### config.mk
export PLATFORM = sky130hd
export DESIGN_NAME = pptm_timer_pair
export DESIGN_NICKNAME = d
export VERILOG_FILES = /design/src/pptm_pkg.sv /design/src/pptm_down_counter.sv /design/src/pptm_prescale.sv /design/src/pptm_timer_pair.sv
export SDC_FILE = /design/constraint.sdc
export NUM_CORES = 1
export LEC_CHECK = 0
export ABC_AREA = 1
export BUFFER_PORTS_ARGS = -buffer_cell sky130_fd_sc_hd__clkbuf_2
export CAP_MARGIN = 20
export CORE_ASPECT_RATIO = 0.9
export CORE_MARGIN = 1.5
export CORE_UTILIZATION = 60
export CTS_BUF_LIST = sky130_fd_sc_hd__clkbuf_4
export DETAILED_ROUTE_END_ITERATION = 8
export GPL_TIMING_DRIVEN = 0
export PLACE_DENSITY_LB_ADDON = 0.25
export SLEW_MARGIN = 5
export SYNTH_ARGS = -nofsm -noshare
export SYNTH_HDL_FRONTEND = slang
export SYNTH_SLANG_ARGS = --single-unit
### constraint.sdc
create_clock -name pclk -period 4.8 [get_ports pclk]
set_input_delay 0 -clock pclk [delete_from_list [all_inputs] [get_ports pclk]]
set_output_delay 0 -clock pclk [all_outputs]
set_load 0.01 [all_outputs]
### src/pptm_pkg.sv
package pptm_pkg;

    // Register byte offsets
    localparam logic [7:0] OFF_SHORT_CTRL = 8'h00;
    localparam logic [7:0] OFF_SHARED_CTRL = 8'h04;
    localparam logic [7:0] OFF_LONG_CTRL = 8'h08;
    localparam logic [7:0] OFF_SHORT_HIGH = 8'h0C;
    localparam logic [7:0] OFF_SHORT_LOW = 8'h10;
    localparam logic [7:0] OFF_LONG_HIGH = 8'h14;
    localparam logic [7:0] OFF_LONG_LOW = 8'h18;
    localparam logic [7:0] OFF_COUNT = 8'h1C;

    // Field positions in the timer control registers
    localparam int BIT_ROUTE = 0;
    localparam int BIT_TMO_IE = 1;
    localparam int BIT_CAP_IE = 2;
    localparam int BIT_CLK_LO = 3;
    localparam int BIT_TMO = 5;
    localparam int BIT_SINGLE = 6;
    localparam int BIT_EN = 7;

    // Field positions in the shared control register
    localparam int BIT_LONG_INIT = 0;
    localparam int BIT_SHORT_INIT = 1;
    localparam int BIT_MODE_LO = 2;
    localparam int BIT_DEMOD = 7;

    // Mode field encodings
    localparam logic [1:0] MODE_OFF = 2'h0;
    localparam logic [1:0] MODE_PING_PONG = 2'h3;

    // Values after reset
    localparam logic [7:0] CTRL_RST = 8'h00;
    localparam logic [7:0] HOLD_RST = 8'h00;
    localparam logic [2:0] DIV_RST = 3'h0;

    // Timer control register layout
    typedef struct packed {
        logic       en;
        logic       single;
        logic       tmo;
        logic [1:0] clk_sel;
        logic       cap_ie;
        logic       tmo_ie;
        logic       route;
    } pptm_ctrl_t;

    // Shared control register layout
    typedef struct packed {
        logic       demod;
        logic [2:0] spare;
        logic [1:0] mode;
        logic       short_init;
        logic       long_init;
    } pptm_shared_t;

    // Divider mask for a clock select: 00 none, 01 /2, 10 /4, 11 /8
    function automatic logic [2:0] pptm_div_mask(input logic [1:0] sel);
        case (sel)
            2'h0: pptm_div_mask = 3'h0;
            2'h1: pptm_div_mask = 3'h1;
            2'h2: pptm_div_mask = 3'h3;
            default: pptm_div_mask = 3'h7;
        endcase
    endfunction

endpackage

### src/pptm_down_counter.sv
`timescale 1ns/1ps
module pptm_down_counter
    import pptm_pkg::*;
#(
    parameter int WIDTH = 8
)
(
    // Clock and reset
    input wire logic pclk,
    input wire logic presetn,
    // Control
    input wire logic start,
    input wire logic run,
    input wire logic tick,
    input wire logic single,
    input wire logic [WIDTH-1:0] load_val,
    // Status
    output logic [WIDTH-1:0] count,
    output logic tc
);

    logic [WIDTH-1:0] cnt_q;
    logic [WIDTH-1:0] cnt_d;

    always_comb
    begin
        tc = run && tick && (cnt_q == '0);
        cnt_d = cnt_q;
        if (start)
            cnt_d = load_val;
        else if (tc)
            cnt_d = single ? cnt_q : load_val;
        else if (run && tick)
            cnt_d = cnt_q - {{(WIDTH-1){1'b0}}, 1'b1};
    end

    always_ff @(posedge pclk or negedge presetn)
    begin
        if (!presetn)
            cnt_q <= '0;
        else
            cnt_q <= cnt_d;
    end

    assign count = cnt_q;

endmodule

### src/pptm_prescale.sv
`timescale 1ns/1ps
module pptm_prescale
    import pptm_pkg::*;
(
    // Clock and reset
    input wire logic pclk,
    input wire logic presetn,
    // Control
    input wire logic clear,
    input wire logic [1:0] clk_sel,
    // Tick out
    output logic tick
);

    logic [2:0] div_q;
    logic [2:0] div_d;
    logic [2:0] mask;

    always_comb
    begin
        mask = pptm_div_mask(clk_sel);
        tick = (div_q & mask) == mask;
        div_d = clear ? DIV_RST : div_q + 3'h1;
    end

    always_ff @(posedge pclk or negedge presetn)
    begin
        if (!presetn)
            div_q <= DIV_RST;
        else
            div_q <= div_d;
    end

endmodule

### src/pptm_timer_pair.sv
`timescale 1ns/1ps
// Notes on behaviour
// - Ping-pong alternation acts only in transmit mode, never in demodulation.
// - Enabling either timer starts the sequence from that timer.
// - Enabling the short timer drives its output to the shared initial level.
// - Short counter loads high or low hold by its output level.
// - Short terminal count in ping-pong disables short, enables long together.
// - Long takeover sets its initial level, loads both hold bytes, counts.
// - Long terminal count stops it and re-enables short, repeating.
// - Timeout interrupt requested only when that timer's timeout interrupt enable bit is set.
// - Writing 00 to the shared mode field ends the alternation.
// - Route bit selects port output or short timer output on pin.
// - Control bit one gates the timeout interrupt; resets to zero.
// - Control bit two gates the capture interrupt; resets to zero.
// - Clock select field divides the clock by 1, 2, 4 or 8.
// - Timeout flag reads one after timeout; writing one clears it.
// - Interrupt enables, clock select, flag survive stop-mode recovery.
// - Modulo reloads at terminal count; single-pass halts there.
module pptm_timer_pair
    import pptm_pkg::*;
(
    // Clock and reset
    input wire logic pclk,
    input wire logic presetn,
    // APB slave
    input wire logic psel,
    input wire logic penable,
    input wire logic pwrite,
    input wire logic [7:0] paddr,
    input wire logic [31:0] pwdata,
    output logic [31:0] prdata,
    output logic pready,
    output logic pslverr,
    // System events
    input wire logic stop_recover,
    input wire logic capture_event,
    // Pin and timer outputs
    input wire logic port_out,
    output logic timer_output_pin,
    output logic short_counter_output,
    output logic long_counter_output,
    // Interrupt requests
    output logic short_tmo_irq,
    output logic short_cap_irq,
    output logic long_tmo_irq
);

    pptm_ctrl_t sc_q;
    pptm_ctrl_t sc_d;
    pptm_ctrl_t lc_q;
    pptm_ctrl_t lc_d;
    pptm_shared_t sh_q;
    pptm_shared_t sh_d;
    logic [7:0] short_high_hold_q;
    logic [7:0] short_high_hold_d;
    logic [7:0] short_low_hold_q;
    logic [7:0] short_low_hold_d;
    logic [7:0] long_high_hold_q;
    logic [7:0] long_high_hold_d;
    logic [7:0] long_low_hold_q;
    logic [7:0] long_low_hold_d;
    logic short_out_q;
    logic short_out_d;
    logic long_out_q;
    logic long_out_d;
    logic cap_irq_q;
    logic cap_irq_d;
    logic [31:0] prdata_q;
    logic [31:0] prdata_d;

    logic wr_en;
    logic rd_setup;
    logic addr_ok;
    logic wr_short;
    logic wr_long;
    logic ping_pong;
    logic transmit;
    logic short_start;
    logic long_start;
    logic short_tick;
    logic long_tick;
    logic short_tc;
    logic long_tc;
    logic [7:0] short_load;
    logic [15:0] long_load;
    logic [7:0] short_count;
    logic [15:0] long_count;

    // Address decode, used by the write enable and the error answer; the read mux decodes paddr itself
    function automatic logic reg_mapped(input logic [7:0] addr);
        case (addr)
            OFF_SHORT_CTRL, OFF_SHARED_CTRL, OFF_LONG_CTRL,
            OFF_SHORT_HIGH, OFF_SHORT_LOW, OFF_LONG_HIGH,
            OFF_LONG_LOW, OFF_COUNT: reg_mapped = 1'b1;
            default: reg_mapped = 1'b0;
        endcase
    endfunction

    pptm_prescale u_short_prescale (
        .pclk(pclk),
        .presetn(presetn),
        .clear(short_start),
        .clk_sel(sc_q.clk_sel),
        .tick(short_tick)
    );

    pptm_prescale u_long_prescale (
        .pclk(pclk),
        .presetn(presetn),
        .clear(long_start),
        .clk_sel(lc_q.clk_sel),
        .tick(long_tick)
    );

    pptm_down_counter #(.WIDTH(8)) u_short_counter (
        .pclk(pclk),
        .presetn(presetn),
        .start(short_start),
        .run(sc_q.en),
        .tick(short_tick),
        .single(sc_q.single),
        .load_val(short_load),
        .count(short_count),
        .tc(short_tc)
    );

    pptm_down_counter #(.WIDTH(16)) u_long_counter (
        .pclk(pclk),
        .presetn(presetn),
        .start(long_start),
        .run(lc_q.en),
        .tick(long_tick),
        .single(lc_q.single),
        .load_val(long_load),
        .count(long_count),
        .tc(long_tc)
    );

    // Bus decode and sequencing
    always_comb
    begin
        addr_ok = reg_mapped(paddr);
        wr_en = psel && penable && pwrite && addr_ok;
        rd_setup = psel && !penable && !pwrite;
        wr_short = wr_en && (paddr == OFF_SHORT_CTRL);
        wr_long = wr_en && (paddr == OFF_LONG_CTRL);
        transmit = !sh_q.demod;
        ping_pong = transmit && (sh_q.mode == MODE_PING_PONG);
        short_start = (wr_short && pwdata[BIT_EN]) || (ping_pong && long_tc);
        long_start = (wr_long && pwdata[BIT_EN]) || (ping_pong && short_tc);
        if (short_start)
            short_load = sh_q.short_init ? short_high_hold_q : short_low_hold_q;
        else
            short_load = short_out_q ? short_low_hold_q : short_high_hold_q;
        long_load = {long_high_hold_q, long_low_hold_q};
    end

    // Register and timer state next values
    always_comb
    begin
        sc_d = sc_q;
        lc_d = lc_q;
        sh_d = sh_q;
        short_high_hold_d = short_high_hold_q;
        short_low_hold_d = short_low_hold_q;
        long_high_hold_d = long_high_hold_q;
        long_low_hold_d = long_low_hold_q;
        short_out_d = short_out_q;
        long_out_d = long_out_q;

        // Hardware stops and handovers
        if (short_tc && (sc_q.single || ping_pong))
            sc_d.en = 1'b0;
        if (long_tc && (lc_q.single || ping_pong))
            lc_d.en = 1'b0;
        if (ping_pong && long_tc)
            sc_d.en = 1'b1;
        if (ping_pong && short_tc)
            lc_d.en = 1'b1;

        // Software writes
        if (wr_short)
        begin
            sc_d.en = pwdata[BIT_EN];
            sc_d.single = pwdata[BIT_SINGLE];
            sc_d.clk_sel = pwdata[BIT_CLK_LO+1:BIT_CLK_LO];
            sc_d.cap_ie = pwdata[BIT_CAP_IE];
            sc_d.tmo_ie = pwdata[BIT_TMO_IE];
            sc_d.route = pwdata[BIT_ROUTE];
            if (pwdata[BIT_TMO])
                sc_d.tmo = 1'b0;
        end
        if (wr_long)
        begin
            lc_d = pwdata[7:0];
            lc_d.tmo = lc_q.tmo && !pwdata[BIT_TMO];
        end
        if (wr_en && (paddr == OFF_SHARED_CTRL))
            sh_d = pwdata[7:0];
        if (wr_en && (paddr == OFF_SHORT_HIGH))
            short_high_hold_d = pwdata[7:0];
        if (wr_en && (paddr == OFF_SHORT_LOW))
            short_low_hold_d = pwdata[7:0];
        if (wr_en && (paddr == OFF_LONG_HIGH))
            long_high_hold_d = pwdata[7:0];
        if (wr_en && (paddr == OFF_LONG_LOW))
            long_low_hold_d = pwdata[7:0];

        // Timeout flags: a set in the clearing cycle wins
        if (short_tc)
            sc_d.tmo = 1'b1;
        if (long_tc)
            lc_d.tmo = 1'b1;

        // Output levels toggle at terminal count in transmit mode
        if (short_start)
            short_out_d = sh_q.short_init;
        else if (short_tc && transmit)
            short_out_d = !short_out_q;
        if (long_start)
            long_out_d = sh_q.long_init;
        else if (long_tc && transmit)
            long_out_d = !long_out_q;

        // Stop-mode recovery clears enable, mode and routing only
        if (stop_recover)
        begin
            sc_d.en = 1'b0;
            sc_d.single = 1'b0;
            sc_d.route = 1'b0;
            lc_d.en = 1'b0;
            lc_d.single = 1'b0;
            lc_d.route = 1'b0;
        end

        cap_irq_d = capture_event && sc_q.cap_ie;
    end

    // Read data is captured in the setup phase
    always_comb
    begin
        prdata_d = prdata_q;
        if (rd_setup)
        begin
            case (paddr)
                OFF_SHORT_CTRL: prdata_d = {24'h000000, sc_q};
                OFF_SHARED_CTRL: prdata_d = {24'h000000, sh_q};
                OFF_LONG_CTRL: prdata_d = {24'h000000, lc_q};
                OFF_SHORT_HIGH: prdata_d = {24'h000000, short_high_hold_q};
                OFF_SHORT_LOW: prdata_d = {24'h000000, short_low_hold_q};
                OFF_LONG_HIGH: prdata_d = {24'h000000, long_high_hold_q};
                OFF_LONG_LOW: prdata_d = {24'h000000, long_low_hold_q};
                OFF_COUNT: prdata_d = {8'h00, short_count, long_count};
                default: prdata_d = 32'h00000000;
            endcase
        end
    end

    always_ff @(posedge pclk or negedge presetn)
    begin
        if (!presetn)
        begin
            sc_q <= CTRL_RST;
            lc_q <= CTRL_RST;
            sh_q <= CTRL_RST;
            short_high_hold_q <= HOLD_RST;
            short_low_hold_q <= HOLD_RST;
            long_high_hold_q <= HOLD_RST;
            long_low_hold_q <= HOLD_RST;
            short_out_q <= 1'b0;
            long_out_q <= 1'b0;
            cap_irq_q <= 1'b0;
            prdata_q <= 32'h00000000;
        end
        else
        begin
            sc_q <= sc_d;
            lc_q <= lc_d;
            sh_q <= sh_d;
            short_high_hold_q <= short_high_hold_d;
            short_low_hold_q <= short_low_hold_d;
            long_high_hold_q <= long_high_hold_d;
            long_low_hold_q <= long_low_hold_d;
            short_out_q <= short_out_d;
            long_out_q <= long_out_d;
            cap_irq_q <= cap_irq_d;
            prdata_q <= prdata_d;
        end
    end

    // Outputs
    always_comb
    begin
        pready = 1'b1;
        pslverr = psel && penable && !addr_ok;
        prdata = prdata_q;
        timer_output_pin = sc_q.route ? short_out_q : port_out;
        short_counter_output = short_out_q;
        long_counter_output = long_out_q;
        short_tmo_irq = sc_q.tmo && sc_q.tmo_ie;
        long_tmo_irq = lc_q.tmo && lc_q.tmo_ie;
        short_cap_irq = cap_irq_q;
    end

endmodule

; Word-level counts from Yosys, hierarchy flattened
; Memories as Yosys holds them, arrays and structs flattened.
; Index checks and enable logic that the tools add are counted.
; W data, S select, Z words.
[op_classes]
add_sub_neg = 4
n_mul = 0
n_div = 0
order_cmp = 0
n_eq_ne = 16
n_shift = 0
mux = 35
bitwise = 2
n_reduce_logical = 61
[op_table]
columns = operator, count
row1 = $pmux W24 S8, 1
row2 = $mux W8, 9
row3 = $mux W16, 4
row4 = $eq A8 B5 Y1 const B, 4
row5 = $logic_and A1 B1 Y1, 30
row6 = $pmux W3 S3, 2
row7 = $eq A8 B4 Y1 const B, 2
row8 = $logic_not A16 Y1, 1
row9 = $logic_not A8 Y1, 2
row10 = $sub A16 B1 Y16 const B, 1
row11 = $mux W1, 15
row12 = $reduce_bool A2 Y1, 7
row13 = $eq A8 B3 Y1 const B, 1
row14 = $reduce_bool A4 Y1, 2
row15 = $sub A8 B1 Y8 const B, 1
row16 = $logic_not A1 Y1, 7
row17 = $add A3 B1 Y3 const B, 2
row18 = $and A3 B3 Y3, 2
row19 = $eq A2 B2 Y1 const B, 3
row20 = $eq A3 B3 Y1, 2
row21 = $mux W3, 2
row22 = $ne A3 B2 Y1 const B, 2
row23 = $reduce_and A2 Y1, 3
row24 = $reduce_bool A3 Y1, 2
row25 = other kinds (5), 11
[totals]
register_bits = 121
latch_bits = 0
mem_bits_rw = 0
mem_bits_ro = 32
inputBits = 48
output_inout_bits = 40
wordCells = 150
mem_count = 1
[mem_list]
columns = memory, depth, word_bits, read_ports, rd_ports_with_merged_regs, wr, line_no
row1 = (name not given), 32, 1, 1, 0, 0, pptm_timer_pair.sv:91  ; case (addr)

; Logic depth before layout (Yosys ltp)
[depth]
depth_word = 12
ltp_mapped = 13
mapped_depth_nobuf = 12

; Hierarchy
; From an unflattened synthesis, not the netlist that was laid out.
[hier_totals]
hier_cells = 951
hier_area_um2 = 6776.5
[by_module_without_submodules]
columns = module, n_inst, cells_per_inst, area_per_inst_um2, seq_area_each_um2
row1 = pptm_timer_pair, 1, 576, 4419.2, 2077.0
row2 = pptm_down_counter at u_long_counter, 1, 225, 1393.8, 400.4
row3 = pptm_down_counter at u_short_counter, 1, 106, 653.1, 200.2
row4 = pptm_prescale, 2, 22, 155.1, 75.1

; Worst setup path before layout
; No wires, ideal clock.
[synth_timing]
kind = reg2reg
startpoint = register u_short_counter.cnt_q[0], in the netlist u_short_counter.count[0]
endpoint = register u_long_counter.cnt_q[10], in the netlist u_long_counter.count[10]
setup_time_ns = 0.117
arrival_time_ns = 1.658
required_time_ns = 4.683
slack_ns = 3.025
stages_incl_launch_ff = 13
path_buffers = 1
synth_period_minus_slack_ns = 1.775
path_cell_list = dfrtp_1 inv_1 ha_1 nand3_2 nor2_4 nand4_2 nand2_4 inv_2 nand2_8 inv_4 buf_6 nand2_1 nand2_1
[synth_via]
elab_chain_len = 6
word_cells_on_any_way = 8
cone_classes = eq/ne (1) / mux (1) / reduce/logical (6)
[synth_rtl]
columns = element, line_no
row1 = start: declaration, pptm_down_counter.sv:22  ; logic [WIDTH-1:0] cnt_q;
row2 = start signal: assignment, pptm_down_counter.sv:42  ; cnt_q <= cnt_d;
row3 = $logic_not A8 Y1 (*), pptm_down_counter.sv:27  ; tc = run && tick && (cnt_q == '0);
row4 = $logic_and A1 B1 Y1 (*), pptm_down_counter.sv:27
row5 = $logic_and A1 B1 Y1 (*), pptm_timer_pair.sv:150  ; long_start = (wr_long && pwdata[BIT_EN]) || (ping_pong && short_tc);
row6 = $logic_or A1 B1 Y1 (*), pptm_timer_pair.sv:150
row7 = $ne A3 B2 Y1 (no source line) / $reduce_bool A3 Y1 (equally long branches), -
row8 = $reduce_and A2 Y1 (no source line), -
row9 = end signal: assignment, pptm_down_counter.sv:42
row10 = end: declaration, pptm_down_counter.sv:22
; Every way passes the cells marked *; elsewhere a longest branch is shown, timed or not.
; A chain may end at the register's enable or synchronous reset.

; Worst setup path after layout
[layout_timing]
startpoint = register u_short_counter.cnt_q[0], in the netlist u_short_counter.count[0]
endpoint = register lc_q[7] in the netlist's numbering
[layout_via]
elab_chain_len = 6
word_cells_on_any_way = 7
cone_classes = mux (3) / reduce/logical (4)
[layout_rtl]
columns = element, line_no
row1 = $logic_not A8 Y1 (*), pptm_down_counter.sv:27
row2 = $logic_and A1 B1 Y1 (*), pptm_down_counter.sv:27
row3 = $logic_and A1 B1 Y1 (*), pptm_timer_pair.sv:178  ; if (ping_pong && short_tc)
row4 = $mux W1, pptm_timer_pair.sv:178
row5 = $mux W8, pptm_timer_pair.sv:193  ; if (wr_long)
row6 = $mux W2, pptm_timer_pair.sv:226  ; if (stop_recover)
row7 = end signal: assignment, pptm_timer_pair.sv:278  ; lc_q <= lc_d;
row8 = end: declaration, pptm_timer_pair.sv:50  ; pptm_ctrl_t lc_q;
; Every way passes the cells marked *; elsewhere a longest branch is shown, timed or not. The select of a mux whose other input is x is not followed.

==> summary by stage <==
Route
Using the TritonRoute via totals, the vias-per-cell ratio works out to ~5.5. Once detail routing completed, the nets flagged for antenna violations numbered 0. The violation count after the first detailed-routing iteration is around 800.

The first TritonRoute pass finished after 6 iterations. The final routed wirelength across all metal layers is ~17,000 microns. In the routed design, unresolved DRC markers number 0. The average wire per cell in the routed design is 15.4 microns. For this block, the via count after detailed routing is 6,212.

Timing
Setup repair after global routing left no endpoint under its margin. Of the available clock period, the critical path in the final layout requires ~56%. The final count of pins violating max slew came to 0. The worst pin sits at a relative slew slack of 51.0%. The measured slew at the worst slew-check pin is ~0.73 ns. The hold violation total from the final report is 0. Setup violations remaining at the end of the flow were counted as 0. The timing-limited maximum frequency is about 370 MHz. The worst path meets setup with roughly 2.1 ns of slack. The post-layout minimum cycle time is 2.69 ns. After routing, the total negative slack on setup checks comes to 0 ns. For the final database, setup skew stands at a little under 0.009 ns.

Critical path
In this run the critical register-to-register path is captured at lc_q[7]. Data on the critical path arrives at its endpoint at approximately 3.2 ns. The worst register-to-register path begins at u_short_counter.count[0]. For flop-to-flop paths, the worst setup slack is approximately 2.1 ns. The most critical setup path has its startpoint at u_short_counter.count[0]. The type of destination of the critical path is a register. The maximum net fanout on the critical path is 10. The type of the worst setup path is reg2reg.

For the worst setup path, the data required time is 5.27 ns. STA classifies the critical path startpoint as a register. For the worst flop-to-flop path, the logic depth is 10.

Power and ir drop
The internal power of the cells totals 1.47 mW. In this run switching power makes up a little over a quarter of total power. Across the VDD grid, the largest voltage drop is ~0.00027 V. The net switching component of the power is around 0.54 mW. The share of total power in the clock network is roughly two fifths. Combinational logic burns 11.2% of the power.

In this run the static leakage power is 3.72 nW. The total power per unit cell area is 274 nW/um^2. Sequential cells account for about half of the total power.

Clock network
The root buffer selected by CTS is sky130_fd_sc_hd__clkbuf_4. The post-CTS clock slew at the launch and capture registers of the worst setup and hold paths is approximately 0.10 ns. Buffers added to address setup during post-CTS repair amount to 0. Counting along the longest clock path gives a buffer depth of 2. Post-CTS repair changed the size of 0 cells.

In this run, post-CTS hold repair placed 18 buffers. TritonCTS built the clock tree. Clock latency on the worst-skew pair, taken at its later pin, is 0.54 ns. Clock tree synthesis found a total of around 110 sinks. The total clock buffers created by CTS is 17. The depth of the CTS H-tree is 4.

Cells and area
Compared with the post-synthesis result, the final layout area differs by 15.7%. The area occupied by registers is approximately 2800 sq um. The final layout contains just over 1,000 nets. The total area of multi-input combinational cells is roughly 3000 sq um. The filler cells instantiated in the layout total 866. The share of final-layout standard cells stronger than drive strength 1 is 13.0%. The count of antenna diodes in the layout is 0.

Synth
The post-synthesis async set-or-reset flop share is 100%. Counting distinct cell types in the post-synthesis netlist gives 36. The post-synthesis sequential element count is between 100 and 150. Yosys printed 0 warnings. Of the synthesized area, sequential elements account for between 40% and 50%. The number of standard cells after synthesis is between 800 and 900. Counting flops with a built-in enable in the synthesized netlist gives 0. The average cell area after synthesis is just over 7 sq um.

The leading register cell type out of synthesis is sky130_fd_sc_hd__dfrtp_1. The mapped netlist covers around 6300 sq um.

Min path
The critical hold path startpoint is paddr[2]. The class of the most critical hold timing path is in2reg. The worst hold path terminates at long_high_hold_q[4]. The number of stages on the worst hold path is 6.

Run status
The run finished with clean final reports.

Die
From left edge to right edge, the die measures 111 microns. The die covers about 11,000 sq um. In this run the standard cell core region covers between 10,000 and 15,000 sq um. The boundary pin count is 88. For this configuration, the core starts out at a cell density of between 60% and 70%. The initialized floorplan defines 35 standard-cell rows. From bottom edge to top edge, the die measures about 100 microns.

Placed design
The routability congestion estimate is between 0.9 and 1. The half-perimeter wire length after placement is 12,200 microns. Before CTS, the worst setup slack after placement is 2.63 ns.

The count of buffers added on input and output ports is 54.

Global routing
The remaining global-route overflow is 0. The initial antenna violation count came to 0. The number of global-route vias before repair is 5,508. The aggregate global-route resource usage is between 30% and 40%.

The pin count of the biggest net entering global routing is a little over 80. The first-pass GRT wire length is 28,000 microns.

Job
The reported max-cap violation count is 0.
==> final cells by class <==
cell class	instances	share of cell area, %
Multi-Input combinational cell	655	41.3
Sequential cell	113	38.5
Tap cell	129	2.20
Buffer	32	2.47
Clock inverter	13	2.28
Clock buffer	19	1.94
Inverter	89	4.58
Timing Repair Buffer	73	6.76
==> layout by cell type (no fill, tap or decap), types with 4 or more instances in the layout <==
| cell | Yosys | layout |
|---|---|---|
| sky130_fd_sc_hd__conb_1 | 2 | 9 |
| sky130_fd_sc_hd__o31ai_1 | 13 | 13 |
| sky130_fd_sc_hd__nor2_2 | 6 | 6 |
| sky130_fd_sc_hd__buf_2 | 4 | 4 |
| sky130_fd_sc_hd__o21ai_1 | 7 | 7 |
| sky130_fd_sc_hd__nand3_1 | 52 | 52 |
| sky130_fd_sc_hd__nand2_1 | 343 | 343 |
| sky130_fd_sc_hd__nand3_2 | 5 | 5 |
| sky130_fd_sc_hd__clkbuf_2 | 0 | 53 |
| sky130_fd_sc_hd__inv_1 | 85 | 85 |
| sky130_fd_sc_hd__nor2_1 | 68 | 68 |
| sky130_fd_sc_hd__o21ai_0 | 98 | 98 |
| sky130_fd_sc_hd__nor3_1 | 4 | 4 |
| sky130_fd_sc_hd__clkbuf_4 | 0 | 19 |
| sky130_fd_sc_hd__clkinv_2 | 0 | 5 |
| sky130_fd_sc_hd__dlygate4sd3_1 | 0 | 17 |
| sky130_fd_sc_hd__dfrtp_1 | 113 | 113 |
| sky130_fd_sc_hd__ha_1 | 5 | 5 |
| sky130_fd_sc_hd__clkbuf_1 | 15 | 15 |
| sky130_fd_sc_hd__bufinv_16 | 0 | 4 |
| sky130_fd_sc_hd__nand4_1 | 11 | 11 |
| sky130_fd_sc_hd__buf_4 | 11 | 11 |
| sky130_fd_sc_hd__xor2_1 | 13 | 13 |
==> kinds of logic after synthesis <==
logic type               count (synthesis)  share of synthesized area (%)
AO/OA/AOI/OAI                          126                           10.7
flip-flops                             113                           44.5
adder cells (fa/ha/maj)                  5                          0.985
other                                    2                          0.118
buffers and inverters                  121                           8.16
XOR/XNOR                                16                           2.21
AND/OR/NAND/NOR                        499                           33.3
==> per-layer routing <==
layer	GRT usage, %	vias up	part of all wire (%)
li1	-	2994	-
met1	46.9	2805	44
met2	46.7	355	42
met3	7.34	58	10
met4	14.3	0	3.4
met5	0	-	0
==> per-stage QoR <==
stage                     cells  util, %  area, sq um  hold slack (ns)  power [mW]
after floorplan             889        -         6380           -0.296        1.15
after global placement     1072     66.2         6810            0.187        1.23
after detailed placement   1073     66.5         6840          -0.0787        1.23
after CTS                  1123     71.4         7340           0.0858        2.02
after global routing       1123     71.4         7340            0.127        2.10
final                      1123     71.4         7340            0.117        2.02
==> synth_stat cells, types with 2 or more instances <==
library cell	instances	area [sq um]
sky130_fd_sc_hd__nand2_1	343	1290
sky130_fd_sc_hd__dfrtp_1	113	2830
sky130_fd_sc_hd__o21ai_0	98	490
sky130_fd_sc_hd__inv_1	85	319
sky130_fd_sc_hd__nor2_1	68	255
sky130_fd_sc_hd__nand3_1	52	260
sky130_fd_sc_hd__clkbuf_1	15	56.3
sky130_fd_sc_hd__o31ai_1	13	97.6
sky130_fd_sc_hd__xor2_1	13	114
sky130_fd_sc_hd__buf_4	11	82.6
sky130_fd_sc_hd__nand4_1	11	68.8
sky130_fd_sc_hd__o21ai_1	7	35.0
sky130_fd_sc_hd__nor2_2	6	37.5
sky130_fd_sc_hd__ha_1	5	62.6
sky130_fd_sc_hd__nand3_2	5	50.1
sky130_fd_sc_hd__buf_2	4	20.0
sky130_fd_sc_hd__nor3_1	4	20.0
sky130_fd_sc_hd__inv_2	3	11.3
sky130_fd_sc_hd__o211ai_1	3	22.5
sky130_fd_sc_hd__xnor2_1	3	26.3
sky130_fd_sc_hd__a21oi_1	2	10.0
sky130_fd_sc_hd__buf_6	2	22.5
sky130_fd_sc_hd__conb_1	2	7.51
sky130_fd_sc_hd__nor2_4	2	22.5
==> worst max-delay path by stage <==
stage               depth (start not counted)                  endpoint  slack, ns
finish                                     10                   lc_q[7]       2.11
CTS                                        10                   lc_q[7]       2.18
floorplan                                  12  u_long_counter.count[10]       3.02
global placement                            1  u_long_prescale.div_q[1]       2.12
detailed placement                         12  u_short_counter.count[3]       2.63
global route                               10                   lc_q[7]       1.93
==> critical path, cell delays in order, from the launching register on <==
cell and delay [ns]:
sky130_fd_sc_hd__dfrtp_1 0.41, sky130_fd_sc_hd__inv_1 0.17, sky130_fd_sc_hd__ha_1 0.25, sky130_fd_sc_hd__nand3_2 0.13, sky130_fd_sc_hd__nor2_4 0.21, sky130_fd_sc_hd__nand4_2 0.22, sky130_fd_sc_hd__clkbuf_1 0.34, sky130_fd_sc_hd__nand2_1 0.12
sky130_fd_sc_hd__o21ai_0 0.08, sky130_fd_sc_hd__o21ai_0 0.14, sky130_fd_sc_hd__dlygate4sd3_1 0.56
==> power groups by stage <==
| stage | clock (mW) | combinational [mW] | sequential, mW |
|---|---|---|---|
| after floorplan | 0 | 0.137 | 1.02 |
| after global placement | 0 | 0.201 | 1.02 |
| after detailed placement | 0 | 0.208 | 1.02 |
| after CTS | 0.791 | 0.222 | 1.01 |
| after global routing | 0.832 | 0.254 | 1.01 |
| final | 0.783 | 0.225 | 1.01 |
==> registers in the layout (all words and copies together) (netlist names) <==
| name | count |
|---|---|
| lc_q | 8 |
| long_counter_output | 1 |
| long_high_hold_q | 8 |
| long_low_hold_q | 8 |
| prdata | 24 |
| sc_q | 8 |
| sh_q | 8 |
| short_cap_irq | 1 |
| short_counter_output | 1 |
| short_high_hold_q | 8 |
| short_low_hold_q | 8 |
| u_long_counter.count | 16 |
| u_long_prescale.div_q | 3 |
| u_short_counter.count | 8 |
| u_short_prescale.div_q | 3 |
No activity file was read; power rests on OpenSTA's default activity.
